**src/core/rct_params.svh**
```systemverilog
// constants for the run control and system tick block
`ifndef RCT_PARAMS_SVH
`define RCT_PARAMS_SVH
`define RCT_CTRL_OFS        4'h0
`define RCT_TICK_OFS        4'h1
`define RCT_STAT_OFS        4'h2
`define RCT_CTRL_RUN_BIT    0
`define RCT_CTRL_RST_BIT    1
`define RCT_TICK_MIN        12'd100
`define RCT_TICK_MAX        12'd3000
`define RCT_TICK_RESET      12'd1000
`define RCT_CLK_MHZ         200
`define RCT_US_CYCLES       8'((`RCT_CLK_MHZ * 1000) / 1000)
`define RCT_EBUS_FAST_DIV   8'd10
`define RCT_EBUS_SLOW_DIV   8'd20
`define RCT_EBUS_FAST_US    12'd42
`define RCT_EBUS_SLOW_US    12'd84
`define RCT_SSI_WORST_US    12'd410
`define RCT_FAULT_RANGE_BIT 0
`define RCT_FAULT_SSI_BIT   1
`endif

```
**src/core/rct_pkg.sv**
```systemverilog
// types for the run control and system tick block
package rct_pkg;
    typedef enum logic [2:0] {
        RCT_HALT,
        RCT_LOAD,
        RCT_RESTORE,
        RCT_DECIDE,
        RCT_READY
    } rct_boot_t;
    typedef struct packed {
        logic        run;
        logic        ready;
        logic        booted;
        logic        image_ok;
    } rct_status_t;
endpackage : rct_pkg

```
**src/core/rct_core.sv**
```systemverilog
// run control, boot sequencing, system tick and expansion bus clock
//
// Register access over Avalon-MM and the address map were left to the implementer.
`include "rct_params.svh"
// Function
// RULE1: switch in stop always holds application stopped
// RULE2: switch run runs only if host last run
// RULE3: stop halts, back to run resumes per host
// RULE4: switch reset halts at once, nothing kept
// RULE5: leaving reset repeats the power-up sequence
// RULE6: host reset command also resets the device
// RULE7: only flash contents survive power loss
// RULE8: every start copies boot image into ram
// RULE9: host must reload ram-only programs after reset
// RULE10: load image, restore retained, then maybe start
// RULE11: last host run always starts stored image
// RULE12: host link accepted only after boot finishes
// RULE13: one tick paces tasks and hardware access
// RULE14: tick period in microseconds, 100 to 3000
// RULE15: tick period resets to 1000
// RULE16: task cycles are whole multiples of tick
// RULE17: expansion bus 10 MHz, 5 MHz with slow module
// RULE18: sensor read must fit in one tick
// RULE19: leave sensor recovery gap before next tick
// RULE20: task compute stays under seventy percent
// RULE21: microsecond counter emits one-cycle tick at period
// RULE22: out-of-range tick writes rejected, old value kept
module rct_core
    import rct_pkg::*;
(
    input  wire logic        clk,
    input  wire logic        rst_n,
    input  wire logic [1:0]  sw_pos,
    input  wire logic        slow_module,
    input  wire logic        image_present,
    input  wire logic        retained_used,
    input  wire logic        load_done,
    input  wire logic        restore_done,
    input  wire logic [11:0] ssi_us,
    input  wire logic [3:0]  avs_address,
    input  wire logic        avs_read,
    input  wire logic        avs_write,
    input  wire logic [31:0] avs_writedata,
    output logic      [31:0] avs_readdata,
    output logic             avs_waitrequest,
    output logic             app_run,
    output logic             cpu_halt,
    output logic             load_start,
    output logic             restore_start,
    output logic             host_ready,
    output logic             tick,
    output logic             ebus_clk
);
    // switch codes: 0 stop, 1 run, 2 reset
    logic [1:0]  sw_s1;                 // first sync stage
    logic [1:0]  sw_s2;                 // second sync stage
    logic [1:0]  aux_s1;                // sync stage for level inputs
    logic [1:0]  aux_s2;                // synced slow_module, image_present
    // host side state
    logic        host_run;              // last host commanded run state
    logic        host_rst;              // one-cycle host reset pulse
    // time base counters
    logic [11:0] tick_period;           // accepted period in us
    logic [11:0] us_cnt;                // microseconds since last tick
    logic [7:0]  cyc_cnt;               // clocks within a microsecond
    logic [7:0]  eb_cnt;                // half period of bus clock
    // fault flags and bus answer
    logic        ssi_fault;             // sensor read as long as the tick or longer
    logic        range_fault;           // last tick write rejected
    logic        ack;                   // bus answer cycle
    // boot sequencer
    rct_boot_t   state;                 // boot sequencer state
    rct_boot_t   next_state;

    // switch position decode; code 3 matches none of stop, run or reset, so it cannot run
    wire sw_stop   = (sw_s2 == 2'd0);
    wire sw_run    = (sw_s2 == 2'd1);
    wire sw_reset  = (sw_s2 == 2'd2);
    wire any_rst   = sw_reset | host_rst;           // RULE6
    // bus decode; control and period writes are dropped until the host link opens
    wire req       = avs_read | avs_write;
    wire take      = req & ack;
    wire wr_ctrl   = take & avs_write & (avs_address == `RCT_CTRL_OFS) & host_ready; // RULE12
    wire wr_tick   = take & avs_write & (avs_address == `RCT_TICK_OFS) & host_ready;
    wire [11:0] wr_val = avs_writedata[11:0];
    wire tick_ok   = (avs_writedata[31:12] == 20'h0) &
                     (wr_val >= `RCT_TICK_MIN) & (wr_val <= `RCT_TICK_MAX);  // RULE14
    // microsecond and tick strobes, bus clock divisor
    wire us_pulse  = (cyc_cnt == `RCT_US_CYCLES - 8'd1);
    wire tick_hit  = us_pulse & (us_cnt == tick_period - 12'd1);            // RULE21
    wire [7:0] eb_div = aux_s2[0] ? `RCT_EBUS_SLOW_DIV : `RCT_EBUS_FAST_DIV; // RULE17
    // status word: run, ready, booted, image present
    wire rct_status_t stat = '{run: app_run, ready: host_ready,
                               booted: (state == RCT_READY), image_ok: aux_s2[1]};

    // sw_pos, image_present and slow_module pass two flip-flops before use
    always_ff @(posedge clk) begin
        sw_s1  <= sw_pos;
        sw_s2  <= sw_s1;
        aux_s1 <= {image_present, slow_module};
        aux_s2 <= aux_s1;
    end

    // boot sequencer next state
    always_comb begin
        next_state = state;
        unique case (state)
            RCT_HALT:    if (!sw_reset) next_state = RCT_LOAD;               // RULE5
            RCT_LOAD:    if (!aux_s2[1] || load_done) next_state = RCT_RESTORE; // RULE8 RULE10
            RCT_RESTORE: if (!retained_used || restore_done) next_state = RCT_DECIDE; // RULE10
            RCT_DECIDE:  next_state = RCT_READY;
            RCT_READY:   next_state = RCT_READY;
        endcase
        // any reset source overrides the step above
        if (any_rst) begin
            next_state = RCT_HALT;                                           // RULE4
        end
    end

    // sequencer register; reset drops everything volatile
    always_ff @(posedge clk) begin
        if (!rst_n) begin
            state <= RCT_HALT;
        end else begin
            state <= next_state;
        end
    end

    // start pulses for flash copy and retained restore
    always_ff @(posedge clk) begin
        if (!rst_n) begin
            load_start    <= 1'b0;
            restore_start <= 1'b0;
        end else begin
            load_start    <= (state == RCT_HALT) & (next_state == RCT_LOAD) & aux_s2[1]; // RULE8
            restore_start <= (state == RCT_LOAD) & (next_state == RCT_RESTORE) & retained_used;
        end
    end

    // run decision: host run state is kept as flash state, so it survives switch and host resets
    always_ff @(posedge clk) begin
        if (!rst_n) begin
            app_run <= 1'b0;
        end else if (any_rst || state != RCT_READY) begin
            app_run <= 1'b0;                                                 // RULE4
        end else begin
            app_run <= sw_run & host_run & aux_s2[1];                        // RULE1 RULE2 RULE3 RULE11
        end
    end

    // halt line and host readiness
    always_ff @(posedge clk) begin
        if (!rst_n) begin
            cpu_halt   <= 1'b1;
            host_ready <= 1'b0;
        end else begin
            cpu_halt   <= (next_state == RCT_HALT);                          // RULE4
            host_ready <= (next_state == RCT_READY);                         // RULE12
        end
    end

    // host run flag and reset command; run flag is non-volatile, rst_n clears it
    always_ff @(posedge clk) begin
        if (!rst_n) begin
            host_run <= 1'b0;                                                // RULE7
            host_rst <= 1'b0;
        end else begin
            host_rst <= wr_ctrl & avs_writedata[`RCT_CTRL_RST_BIT];          // RULE6
            if (wr_ctrl) begin
                host_run <= avs_writedata[`RCT_CTRL_RUN_BIT];
            end
        end
    end

    // tick period register with range check
    always_ff @(posedge clk) begin
        if (!rst_n) begin
            tick_period <= `RCT_TICK_RESET;                                  // RULE15
            range_fault <= 1'b0;
        end else if (wr_tick) begin
            range_fault <= !tick_ok;
            if (tick_ok) begin
                tick_period <= wr_val;                                       // RULE22
            end
        end
    end

    // sensor read length must fit inside one tick; recovery gap is left to software
    always_ff @(posedge clk) begin
        if (!rst_n) begin
            ssi_fault <= 1'b0;
        end else begin
            ssi_fault <= (ssi_us >= tick_period);                            // RULE18
        end
    end

    // microsecond prescaler and tick counter
    always_ff @(posedge clk) begin
        if (!rst_n) begin
            cyc_cnt <= 8'h00;
            us_cnt  <= 12'h000;
            tick    <= 1'b0;
        end else begin
            cyc_cnt <= us_pulse ? 8'h00 : cyc_cnt + 8'h01;
            tick    <= tick_hit;                                             // RULE13 RULE21
            if (tick_hit || (us_pulse && us_cnt >= tick_period - 12'd1)) begin
                us_cnt <= 12'h000;
            end else if (us_pulse) begin
                us_cnt <= us_cnt + 12'h001;
            end
        end
    end

    // expansion bus clock divider
    always_ff @(posedge clk) begin
        if (!rst_n) begin
            eb_cnt   <= 8'h00;
            ebus_clk <= 1'b0;
        end else if (eb_cnt >= eb_div - 8'd1) begin
            eb_cnt   <= 8'h00;
            ebus_clk <= ~ebus_clk;                                           // RULE17
        end else begin
            eb_cnt <= eb_cnt + 8'h01;
        end
    end

    // bus slave: one wait cycle, then answer
    always_ff @(posedge clk) begin
        if (!rst_n) begin
            ack          <= 1'b0;
            avs_readdata <= 32'h0;
        end else begin
            ack <= req & !ack;
            if (req & !ack & avs_read) begin
                unique case (avs_address)
                    `RCT_CTRL_OFS: avs_readdata <= {31'h0, host_run};
                    `RCT_TICK_OFS: avs_readdata <= {20'h0, tick_period};
                    `RCT_STAT_OFS: avs_readdata <= {26'h0, ssi_fault, range_fault, stat};
                    default:       avs_readdata <= 32'h0;
                endcase
            end
        end
    end
    // one wait state on every request; the answer comes in the next cycle
    assign avs_waitrequest = req & !ack;

    // assertions on run gating, boot order, bus gate and tick
    // stop position never lets the application run
    stop_holds_a: assert property (@(posedge clk) disable iff (!rst_n) // RULE1
        sw_stop |=> !app_run) else $error("app ran in stop");
    // running needs the host run state one cycle before
    run_needs_host_a: assert property (@(posedge clk) disable iff (!rst_n) // RULE2
        app_run |-> $past(host_run)) else $error("run without host run");
    // switch reset halts the processor and the application
    reset_halts_a: assert property (@(posedge clk) disable iff (!rst_n) // RULE4
        sw_reset |=> cpu_halt && !app_run) else $error("reset did not halt");
    // host link opens only as the sequence steps from decide into ready
    ready_gate_a: assert property (@(posedge clk) disable iff (!rst_n) // RULE12
        $rose(host_ready) |-> state == RCT_READY && $past(state) == RCT_DECIDE)
        else $error("ready early");
    // period register starts at its default after reset
    tick_default_a: assert property (@(posedge clk) // RULE15
        !rst_n |=> tick_period == 12'd1000) else $error("bad default");
    // accepted period never leaves the legal span
    tick_range_a: assert property (@(posedge clk) disable iff (!rst_n) // RULE14 RULE22
        tick_period >= 12'd100 && tick_period <= 12'd3000) else $error("period out of range");
    // tick is a single-cycle pulse
    tick_pulse_a: assert property (@(posedge clk) disable iff (!rst_n) // RULE21
        tick |=> !tick) else $error("tick wider than one");
    // host reset command sends the sequencer back to halt
    host_rst_a: assert property (@(posedge clk) disable iff (!rst_n) // RULE6
        host_rst |=> state == RCT_HALT) else $error("host reset ignored");

    // image copy starts only on leaving halt
    load_order_a: assert property (@(posedge clk) disable iff (!rst_n) // RULE8 RULE5
        load_start |-> state == RCT_LOAD && $past(state) == RCT_HALT) else $error("copy out of order");
    // restore follows the image copy, never the other way
    restore_order_a: assert property (@(posedge clk) disable iff (!rst_n) // RULE10
        restore_start |-> state == RCT_RESTORE && $past(state) == RCT_LOAD)
        else $error("restore out of order");
    // control writes before the host link opens are dropped
    host_gate_a: assert property (@(posedge clk) disable iff (!rst_n) // RULE12
        !host_ready && avs_write && !avs_waitrequest && avs_address == `RCT_CTRL_OFS
        |=> $stable(host_run)) else $error("control write taken before ready");
    // rejected period writes keep the old value and flag it
    reject_keeps_a: assert property (@(posedge clk) disable iff (!rst_n) // RULE22
        wr_tick && !tick_ok |=> $stable(tick_period) && range_fault) else $error("bad period kept");
    // each tick lines up with the microsecond count restarting
    tick_align_a: assert property (@(posedge clk) disable iff (!rst_n) // RULE21
        tick |-> us_cnt == 12'h000) else $error("tick off its count");
    // ready state with every run condition starts the image
    auto_start_a: assert property (@(posedge clk) disable iff (!rst_n) // RULE11
        state == RCT_READY && sw_run && host_run && aux_s2[1] && !host_rst |=> app_run)
        else $error("stored image not started");
    // halted processor neither runs nor talks to the host
    halt_excl_a: assert property (@(posedge clk) disable iff (!rst_n) // RULE4
        cpu_halt |-> !app_run && !host_ready) else $error("halt not exclusive");
    // bus clock only toggles at the end of a divider count
    ebus_step_a: assert property (@(posedge clk) disable iff (!rst_n) // RULE17
        $changed(ebus_clk) |-> eb_cnt == 8'h00) else $error("bus clock edge off count");
    // sensor read as long as the tick or longer raises the fault
    ssi_flag_a: assert property (@(posedge clk) disable iff (!rst_n) // RULE18
        ssi_us >= tick_period |=> ssi_fault) else $error("sensor overrun missed");

    // main scenarios to be reached
    cov_run_c: cover property (@(posedge clk) disable iff (!rst_n) $rose(app_run));
    cov_tick_c: cover property (@(posedge clk) disable iff (!rst_n) tick);
    cov_rej_c: cover property (@(posedge clk) disable iff (!rst_n) $rose(range_fault));
    cov_boot_c: cover property (@(posedge clk) disable iff (!rst_n) $rose(host_ready));
    cov_hrst_c: cover property (@(posedge clk) disable iff (!rst_n) host_rst);
endmodule : rct_core

```
**config.mk**
```make
export PLATFORM = sky130hd
export DESIGN_NAME = rct_core
export DESIGN_NICKNAME = d
export VERILOG_FILES = /design/src/core/rct_pkg.sv /design/src/core/rct_core.sv
export VERILOG_INCLUDE_DIRS = /design/src /design/src/core
export SDC_FILE = /design/constraint.sdc
export NUM_CORES = 1
export LEC_CHECK = 0
export BUFFER_PORTS_ARGS = -buffer_cell sky130_fd_sc_hd__buf_2
export CORE_ASPECT_RATIO = 1.4
export CORE_UTILIZATION = 50
export DETAILED_ROUTE_END_ITERATION = 8
export GPL_TIMING_DRIVEN = 0
export PLACE_DENSITY = 0.8
export SYNTH_ARGS = -nofsm -noshare
export SYNTH_HDL_FRONTEND = slang
export SYNTH_SLANG_ARGS = --single-unit
```
**constraint.sdc**
```tcl
create_clock -name clk -period 3.2 [get_ports clk]
set_clock_uncertainty 0.1 [all_clocks]
set_input_delay 0.16 -clock clk [delete_from_list [all_inputs] [get_ports clk]]
set_output_delay 0.16 -clock clk [all_outputs]
set_load 0.05 [all_outputs]
```
After elaboration in Yosys (flattened, before gate mapping)
Index checks and enable logic that the tools add are counted.
{ "classes": {"addsub": 5, "magnitude_cmp": 5, "eq_ne": 14, "n_mux": 7, "bitwise": 22, "reduce_logical": 19} }
{ "op_table": {"columns": ["cell", "count"], "rows": [
  ["$pmux W12 S3", 1],
  ["$ge A12 B12 Y1", 2],
  ["$logic_not A20 Y1", 1],
  ["$and A1 B1 Y1", 18],
  ["$add A8 B1 Y8 const B", 2],
  ["$add A12 B1 Y12 const B", 1],
  ["$eq A12 B12 Y1", 1],
  ["$ge A12 B7 Y1 const B", 1],
  ["$le A12 B12 Y1 const B", 1],
  ["$mux W3", 4],
  ["$pmux W3 S4", 1],
  ["$sub A12 B1 Y12 const B", 1],
  ["$reduce_or A2 Y1", 5],
  ["$eq A3 B2 Y1 const B", 3],
  ["$eq A8 B8 Y1 const B", 1],
  ["$ge A8 B8 Y1", 1],
  ["$eq A3 B1 Y1 const B", 2],
  ["$eq A3 B3 Y1 const B", 2],
  ["$logic_not A3 Y1", 2],
  ["$sub A5 B1 Y6 const B", 1],
  ["$mux W5", 1],
  ["$eq A4 B1 Y1 const B", 1],
  ["$eq A4 B2 Y1 const B", 1],
  ["$logic_not A1 Y1", 4],
  ["other kinds (9)", 14]
]} }
{ "word_totals": {"register_bits": 95, "inputBits": 59, "out_inout_bits": 40, "word_cells": 94} }

Depth between registers and ports, before layout
Gate-level depths: netlist of the first run.
{ "logic_depth": {"depth_word": 8, "ltp_mapped": 12, "depth_no_buf": 11} }

Worst setup path after synthesis of the first run
Ideal clock, no wire load.
{ "synth_path": {"kind": "reg-to-reg", "start": "reg tick_period[2]", "end": "reg us_cnt[0]", "setup_ps": 128, "arrival_ps": 2321, "required_ps": 2972, "path_slack_ps": 652, "stages_incl_launch_ff": 12, "path_buffers": 1, "synth_period_minus_slack_ps": 2548, "cell_sequence": "dfxtp_1 -> nor4_1 -> nand2_1 -> nor3_1 -> xnor2_1 -> ha_1 -> inv_1 -> o21ai_0 -> o21ai_0 -> a31oi_1 -> clkbuf_1 -> nor2_1"} }
{ "synth_via": {"elab_chain_len": 5, "elab_cells_between_ends": 7, "classes_between": "1 x add/sub; 1 x order compare; 1 x eq/ne; 1 x bitwise; 3 x reduce/logical"} }
{ "synth_rtl": {"columns": ["element", "line", "source"], "rows": [
  ["from (decl)", "rct_core.sv:63", "logic [11:0] tick_period;"],
  ["from (signal assigned)", "rct_core.sv:178", "tick_period <= `RCT_TICK_RESET;"],
  ["from (signal assigned)", "rct_core.sv:183", "tick_period <= wr_val;"],
  ["$sub A12 B1 Y12 (*)", "rct_core.sv:90, rct_core.sv:206", null],
  ["$ge A12 B12 Y1 / $eq A12 B12 Y1 (equally long branches)", "rct_core.sv:206, rct_core.sv:90", null],
  ["$logic_and A1 B1 Y1 / $and A1 B1 Y1 (equally long branches)", "rct_core.sv:206, rct_core.sv:90", null],
  ["$logic_or A1 B1 Y1 (*)", "rct_core.sv:206", "if (tick_hit || (us_pulse && us_cnt >= tick_period - 12'd1)) begin"],
  ["$reduce_or A2 Y1 (no source line) (*)", null, null],
  ["to (signal assigned)", "rct_core.sv:209", "us_cnt <= us_cnt + 12'h001;"],
  ["to (decl)", "rct_core.sv:64", "logic [11:0] us_cnt;"]
]} }
Every way passes the cells marked *; elsewhere a longest branch is shown, timed or not.
A chain may end at the register's enable or synchronous reset.

Final worst setup path of the first run
{ "layout_path": {"start": "reg tick_period[2]", "end": "reg us_cnt[1]"} }
Same word-level chain as after synthesis.

==> results of run 1 <==
[kinds of logic (layout without fill, tap and decap cells)]
logic type | count (synthesis) | in the layout | share of synthesized area, %
buf+inv | 54 | 163 | 7.210
other cells | 1 | 22 | 0.09646
flops | 75 | 75 | 38.62
simple gates | 172 | 172 | 23.56
mux | 4 | 4 | 1.062
fa+ha+maj | 31 | 31 | 9.977
compound gates | 70 | 70 | 12.49
xor+xnor | 31 | 31 | 6.984
[cells in the final DEF, fill, tap and decap left out, types with 9 or more instances in the layout]
cell,instances
a21oi_1,12
dfxtp_1,75
nor4_1,10
dlygate4sd3_1,15
o21ai_0,18
xnor2_1,22
inv_1,24
nand3_1,23
nand2_1,35
buf_2,80
conb_1,22
and3_1,10
and2_1,14
xor2_1,9
clkbuf_8,10
nor2_1,39
nor2b_1,9
buf_4,20
ha_1,31
[through the flow]
step | worst slack (ps) | area (µm²) | utilization [%] | power (µW) | hold slack [ps]
finish | 377.9 | 4830 | 64.80 | 1938 | 73.31
global route | 88.24 | 4830 | 64.80 | 2006 | 63.83
CTS | 138.7 | 4822 | 64.70 | 1943 | 57.03
detailed placement | 154.2 | 4478 | 60.08 | 1213 | 163.9
global placement | 265.7 | 4478 | 60.08 | 1207 | 162.2
floorplan | 651.6 | 3966 | - | 1139 | 87.72
[flip-flops by register name (all words and copies together) (netlist names), 3 cells and up]
signal,flops
eb_cnt,8
tick_period,12
cyc_cnt,8
state,3
us_cnt,12
avs_readdata,12
[routing by layer]
layer	track usage [%]	wire [µm]	vias up	part of all wire, %
li1	-	-	1744	-
met1	23.30	3615	1583	38
met2	48.13	5145	88	54
met3	5.236	395	25	4.2
met4	11.95	330	0	3.5
met5	0	0	-	0
[report_power, final]
group | internal [µW] | leakage, µW | switching (µW) | total [µW]
Combinational | 92.5 | 0.00150 | 153 | 245
Sequential | 952 | 0.000611 | 12.3 | 964
Clock | 378 | 0.0000991 | 350 | 728
[path summary, 6_finish.rpt]
kind                      to  slack, ps  cells after the start
min reg2reg        aux_s2[0]        230                      0
min          tick_period[11]         70                      2
max                us_cnt[1]        380                     11
max reg2reg        us_cnt[1]        380                     11
[what timing repair did]
action                                  CTS  global route
endpoints found under the setup margin    0            10
gates resized for setup                   0             3
endpoints found under the hold margin    16             0
setup buffers                             0             0
hold buffers                             15             0
[final cells by class]
cell class	instances	area, µm²	area share (%)
inverter	24	90.09	1.865
multi-input combinational	330	2191	45.36
sequential	75	1501	31.09
clock inverter	5	52.55	1.088
timing repair buffer	93	540.5	11.19
buffer	30	191.4	3.964
clock buffer	11	141.4	2.927
tap	97	121.4	2.513
==> impl_results.md, run 1 <==
* Outcome: finished clean
* Fmax at 0.3543 GHz
* Total CTS buffers at 9
* Via count at 3440
* Yosys top cell by area: dfxtp_1
* P_leak at 0.002214 µW
* CTS clock-pin slew for the worst setup and hold paths at 80 ps
* Final Non-Filler Cells at 665
* Share of layout cells above drive strength 1 at 22.36%
* Top cells by count, synth: dfxtp_1, nor2_1, nand2_1, ha_1, inv_1
* GRT overflow at 0
* Initial antenna violation count at 0
* Gr usage total at 24.36%
* DRC at 0
* TritonRoute pass-1 iters at 4
* PwrDens at 401.3 mW/mm²
* Worst Tran Pin Value at 551.2 ps
* Root Buffer: clkbuf_8
* VDD IR max at 0.3852 mV
* Final HPWL DP at 7107 µm
* Clock tree sinks at 75
* CP peak stage delay at 400 ps
* Synth cell types at 52
* RSZ-0062 raised after global routing: no
* Vias per cell at 5.173
* Cell Count Post-Placement at 634
* Die H at 106.3 µm
* CP cell instances: nor4_2 > nand2_1 > nor3_1 > xnor2_1 > ha_1 > inv_1 > o21ai_0 > o21ai_0 > a31oi_1 > clkbuf_2 > nor2_1
* Hold WC Path Type: primary input to flip-flop
* Min cycle time layout at 2822 ps
* Worst EP arrival at 2960 ps
* Global-route wire length before repair at 15600 µm
* Pin count of the biggest net entering global routing at 13
* Vias in the first global route at 3511
* Cell mode on critical path: o21ai_0
* Starting Density at 52.16%
* Fin crit share at 88.19%
* Number of DRC markers in iteration 0 at 126
* CP max-delay cell: dfxtp_1
* Worst EP required at 3340 ps
* # port buffers at 78
* Clock Latency Late Sink at 350 ps
* Ys Warns at 0
* CTS Buffer Depth at 2
* Drt wl/cell at 14.27 µm
* Row count at 37
* Final hold vios at 0
* Fill cells at 658
* Maxcap violations at 0
* Worst path bufs/invs at 2
* Routed Antenna Nets at 0
* Final setup vio count at 0
* Critical Path Sink Type: flip-flop
* RR Startpoint: tick_period[2]
* Final Max Tran Viols at 0
* Cells after Synth at 438
* Post-synth top area share at 38.62%
* Setup crit start: tick_period[2]
* GPL Wtd Cong at 0.8531
* H-tree Lvls at 3
* EDFF count, synth at 0
* Die area at 0.008136 mm²
* Leading post-synthesis cells by cell area: dfxtp_1, ha_1, xnor2_1
* Post-synthesis average cell area at 8.876 µm²
* Count leader, synth: dfxtp_1
* Area growth syn-to-layout at 24.24%
* I/O pins at 99
* Prevailing post-synth register cell: dfxtp_1
* FF+latch count, synth at 75
* Setup CP Type: flip-flop to flip-flop
* Antenna Cells at 0
* DIE WIDTH at 76.52 µm
* Core area at 0.007453 mm²
* Startpoint Class: flip-flop
* CTS tree: done
* CP max FO at 10
* CP top delay family: simple AND/OR/NAND/NOR gates
* Nets at 653
* Max_slew headroom at 63.10%
* Synthesized cell area at 0.003887 mm²
* Async set-reset flop share out of synthesis at 0%
* Hold wc startpoint: avs_writedata[11]
* Total wire length at 9487 µm
* TNS Setup at 0 ps
* Sequential area share after synthesis at 38.62%
(Power assumes the default switching activity.)
==> inputs of run 2 (changes only) <==
ABC_AREA = 1   (was default)
BUFFER_PORTS_ARGS = default   (was -buffer_cell sky130_fd_sc_hd__buf_2)
DONT_BUFFER_PORTS = 1   (was default)
PLACE_DENSITY = 0.69   (was 0.8)
==> run 2 against run 1 <==
Sequential share of layout area decreased by 0.86 points. Die area is 8.7% higher. Area after synthesis grew 8.9%. Clock power up 54%. Count of clock-buffer cells in the layout decreased by 1. Critical endpoint is now us_cnt[11]. Largest cell class unchanged. Power grew 19%.
==> impl_results.md, run 2 <==
* Outcome: finished clean (unchanged)
* Setup CP Type: flip-flop to flip-flop (unchanged)
* Critical Path Sink Type: flip-flop (unchanged)
* Sequential area share after synthesis at 35.45% (was 38.62%)
* FF/Latch Area at 0.001501 mm² (unchanged)
* Comb power frac at 8.9% (was 12.7%)
* Pint at 1735 µW (was 1422 µW)
* Prevailing post-synth register cell: dfxtp_1 (unchanged)
* Reg-to-reg endpoint: us_cnt[11] (was us_cnt[1])
* Yosys top cell by area: dfxtp_1 (unchanged)
* EDFF count, synth at 0 (unchanged)
* Vias in the first global route at 3710 (was 3511)
* Global-route wire length before repair at 15880 µm (was 15600 µm)
* Final hold vios at 0 (unchanged)
* VDD IR max at 0.3960 mV (was 0.3852 mV)
* I/O pins at 99 (unchanged)
* Hold WC Path Type: primary input to flip-flop (unchanged)
* Final HPWL DP at 7598 µm (was 7107 µm)
* Clock tree sinks at 75 (unchanged)
* Via count at 3786 (was 3440)
* Reg2reg path depth at 16 (was 11)
* Drt wl/cell at 12.69 µm (was 14.27 µm)
* Async set-reset flop share out of synthesis at 0% (unchanged)
* Fill cells at 772 (was 658)
* Ys Warns at 0 (unchanged)
* H-tree Lvls at 3 (unchanged)
* P_sw at 569.2 µW (was 515.6 µW)
* Total CTS buffers at 9 (unchanged)
* CTS clock-pin slew for the worst setup and hold paths at 60 ps (was 80 ps)
* Row count at 39 (was 37)
* Number of DRC markers in iteration 0 at 83 (was 126)
* Post-CTS sizing at 0 (unchanged)
* Most frequent cells in the layout: nand2_1, nor2_1, dfxtp_1 (was buf_2, dfxtp_1, nor2_1)
* Total wire length at 9617 µm (was 9487 µm)
* Post-synthesis average cell area at 7.059 µm² (was 8.876 µm²)
* Fin crit share at 85.47% (was 88.19%)
* Initial antenna violation count at 0 (unchanged)
* TNS Setup at 0 ps (unchanged)
* Nets at 741 (was 653)
* Synthesized cell area at 0.004235 mm² (was 0.003887 mm²)
* Synth cell types at 34 (was 52)
* Regs by FF count: avs_readdata x12, tick_period x12, us_cnt x12 (unchanged)
* RR Startpoint: tick_period[2] (unchanged)
* Maxcap violations at 0 (unchanged)
* RSZ-0062 raised after global routing: no (unchanged)
* CTS Buffer Depth at 2 (unchanged)
* GRT overflow at 0 (unchanged)
* Area of the multi-input gates at 0.002327 mm² (was 0.002191 mm²)
* Hold wc startpoint: load_done (was avs_writedata[11])
* Antenna Cells at 0 (unchanged)
* Clk pwr share at 48.5% (was 37.6%)
* TritonRoute pass-1 iters at 5 (was 4)
* Share of layout cells above drive strength 1 at 8.384% (was 22.36%)
* Gr usage total at 22.90% (was 24.36%)
* Sw Ratio at 24.70% (was 26.61%)
* Cells after Synth at 600 (was 438)
* Die H at 110.9 µm (was 106.3 µm)
* Clock Latency Late Sink at 330 ps (was 350 ps)
* Place WS at 455.5 ps (was 154.2 ps)
* Routed Antenna Nets at 0 (unchanged)
* Top cells by count, synth: nand2_1, nor2_1, dfxtp_1, inv_1, nand3_1 (was dfxtp_1, nor2_1, nand2_1, ha_1, inv_1)
* Worst Tran Pin Value at 925.6 ps (was 551.2 ps)
* Worst EP required at 3320 ps (was 3340 ps)
* CTS tree: done (unchanged)
* Pin count of the biggest net entering global routing at 15 (was 13)
* PwrDens at 463.9 mW/mm² (was 401.3 mW/mm²)
* Vias per cell at 4.995 (was 5.173)
* GPL Wtd Cong at 0.8693 (was 0.8531)
* CP max FO at 10 (unchanged)
* Final WS setup at 465.1 ps (was 377.9 ps)
* DIE WIDTH at 79.79 µm (was 76.52 µm)
* Post-synth top area share at 35.45% (was 38.62%)
* Final Max Tran Viols at 0 (unchanged)
* Max_slew headroom at 38.06% (was 63.10%)
* FF+latch count, synth at 75 (unchanged)
* Sequential group share of total power at 42.6% (was 49.8%)
* Count leader, synth: nand2_1 (was dfxtp_1)
* Worst R2R Setup Slack at 470 ps (was 380 ps)
* Most common library cell in the layout ignoring fill and taps: nand2_1 (was buf_2)
* Worst EP arrival at 2860 ps (was 2960 ps)
* WHS Path Cells at 4 (was 2)
* Root Buffer: clkbuf_16 (was clkbuf_8)
* P_leak at 0.002320 µW (was 0.002214 µW)
* Area growth syn-to-layout at 17.28% (was 24.24%)
* DRC at 0 (unchanged)
* Leading post-synthesis cells by cell area: dfxtp_1, nand2_1, ha_1 (was dfxtp_1, ha_1, xnor2_1)
* Startpoint Class: flip-flop (unchanged)
* Starting Density at 51.66% (was 52.16%)
* Worst Hold Endpoint: state[1] (was tick_period[11])
* # port buffers at 0 (was 78)
* Die area at 0.008848 mm² (was 0.008136 mm²)
* Final setup vio count at 0 (unchanged)
* Core area at 0.008198 mm² (was 0.007453 mm²)
* Fmax at 0.3656 GHz (was 0.3543 GHz)
* Min cycle time layout at 2735 ps (was 2822 ps)
run 2: worst max path at each step:
| stage | end | startpoint | slack (ps) |
|---|---|---|---|
| finish | us_cnt[11] | tick_period[2] | 470 |
| global route | us_cnt[3] | tick_period[2] | 230 |
| CTS | us_cnt[3] | tick_period[4] | 450 |
| detailed placement | us_cnt[11] | tick_period[4] | 460 |
| global placement | us_cnt[11] | tick_period[4] | 570 |
| floorplan | us_cnt[6] | tick_period[2] | 930 |
run 2: timing repair:
action                                 CTS  global route
setup endpoints to repair                0             0
endpoints found under the hold margin   18             0
hold buffers                            19             0
buffers inserted                         0             0
run 2: routing by layer:
metal / global-route usage (%) / wire, µm
met5: 0 / 0
met3: 3.457 / 301
met1: 22.25 / 3656
met4: 9.405 / 241
met2: 45.64 / 5417
run 2: cell families after synthesis:
family,count (synthesis),share of synthesized area (%)
DFF,75,35.45
AOI/OAI and AO/OA,57,7.031
buffers and inverters,104,11.46
adders and majority gates,31,9.158
and+or+nand+nor,310,32.26
xor gates and xnor gates,22,4.549
other,1,0.08854
run 2: power by group through the flow:
stage | clock network [µW] | logic (µW) | registers (µW)
6_report | 1120 | 204 | 982
5_1_grt | 1170 | 225 | 983
4_1_cts | 1130 | 204 | 981
3_5_place_dp | 0 | 185 | 1000
3_3_place_gp | 0 | 181 | 1000
2_1_floorplan | 0 | 162 | 999
run 2: through the flow:
stage	std cells	area (µm²)	hold WS, ps	total power [µW]	util, %
global route	758	4967	58.60	2376	60.59
finish	758	4967	3.905	2304	60.59
floorplan	621	4314	87.72	1161	-
global placement	723	4442	87.75	1183	54.18
detailed placement	723	4442	87.76	1187	54.18
CTS	758	4967	4.061	2313	60.59
run 2: final cells by class:
type	instances	share of cell area, %
Clock inverter	6	1.940
Tap cell	102	2.569
Inverter	76	5.743
Timing Repair Buffer	19	3.829
Clock buffer	10	4.811
Buffer	28	4.030
Multi-Input combinational cell	442	46.85
Sequential cell	75	30.23
run 2: worst max-delay path, cell delays in order, from the launching register on:
cell and delay, ps:
dfxtp_1 370, nor2_1 150, nand3_1 140, nor2_1 170, nand2_1 80, nor2_1 140, nand2_1 80, xor2_1 150
ha_1 330, nand4_1 150, nor2_1 170, nand2_1 70, nand3_1 80, nor2_1 50, nor2_2 130, buf_4 200
nor2_1 50
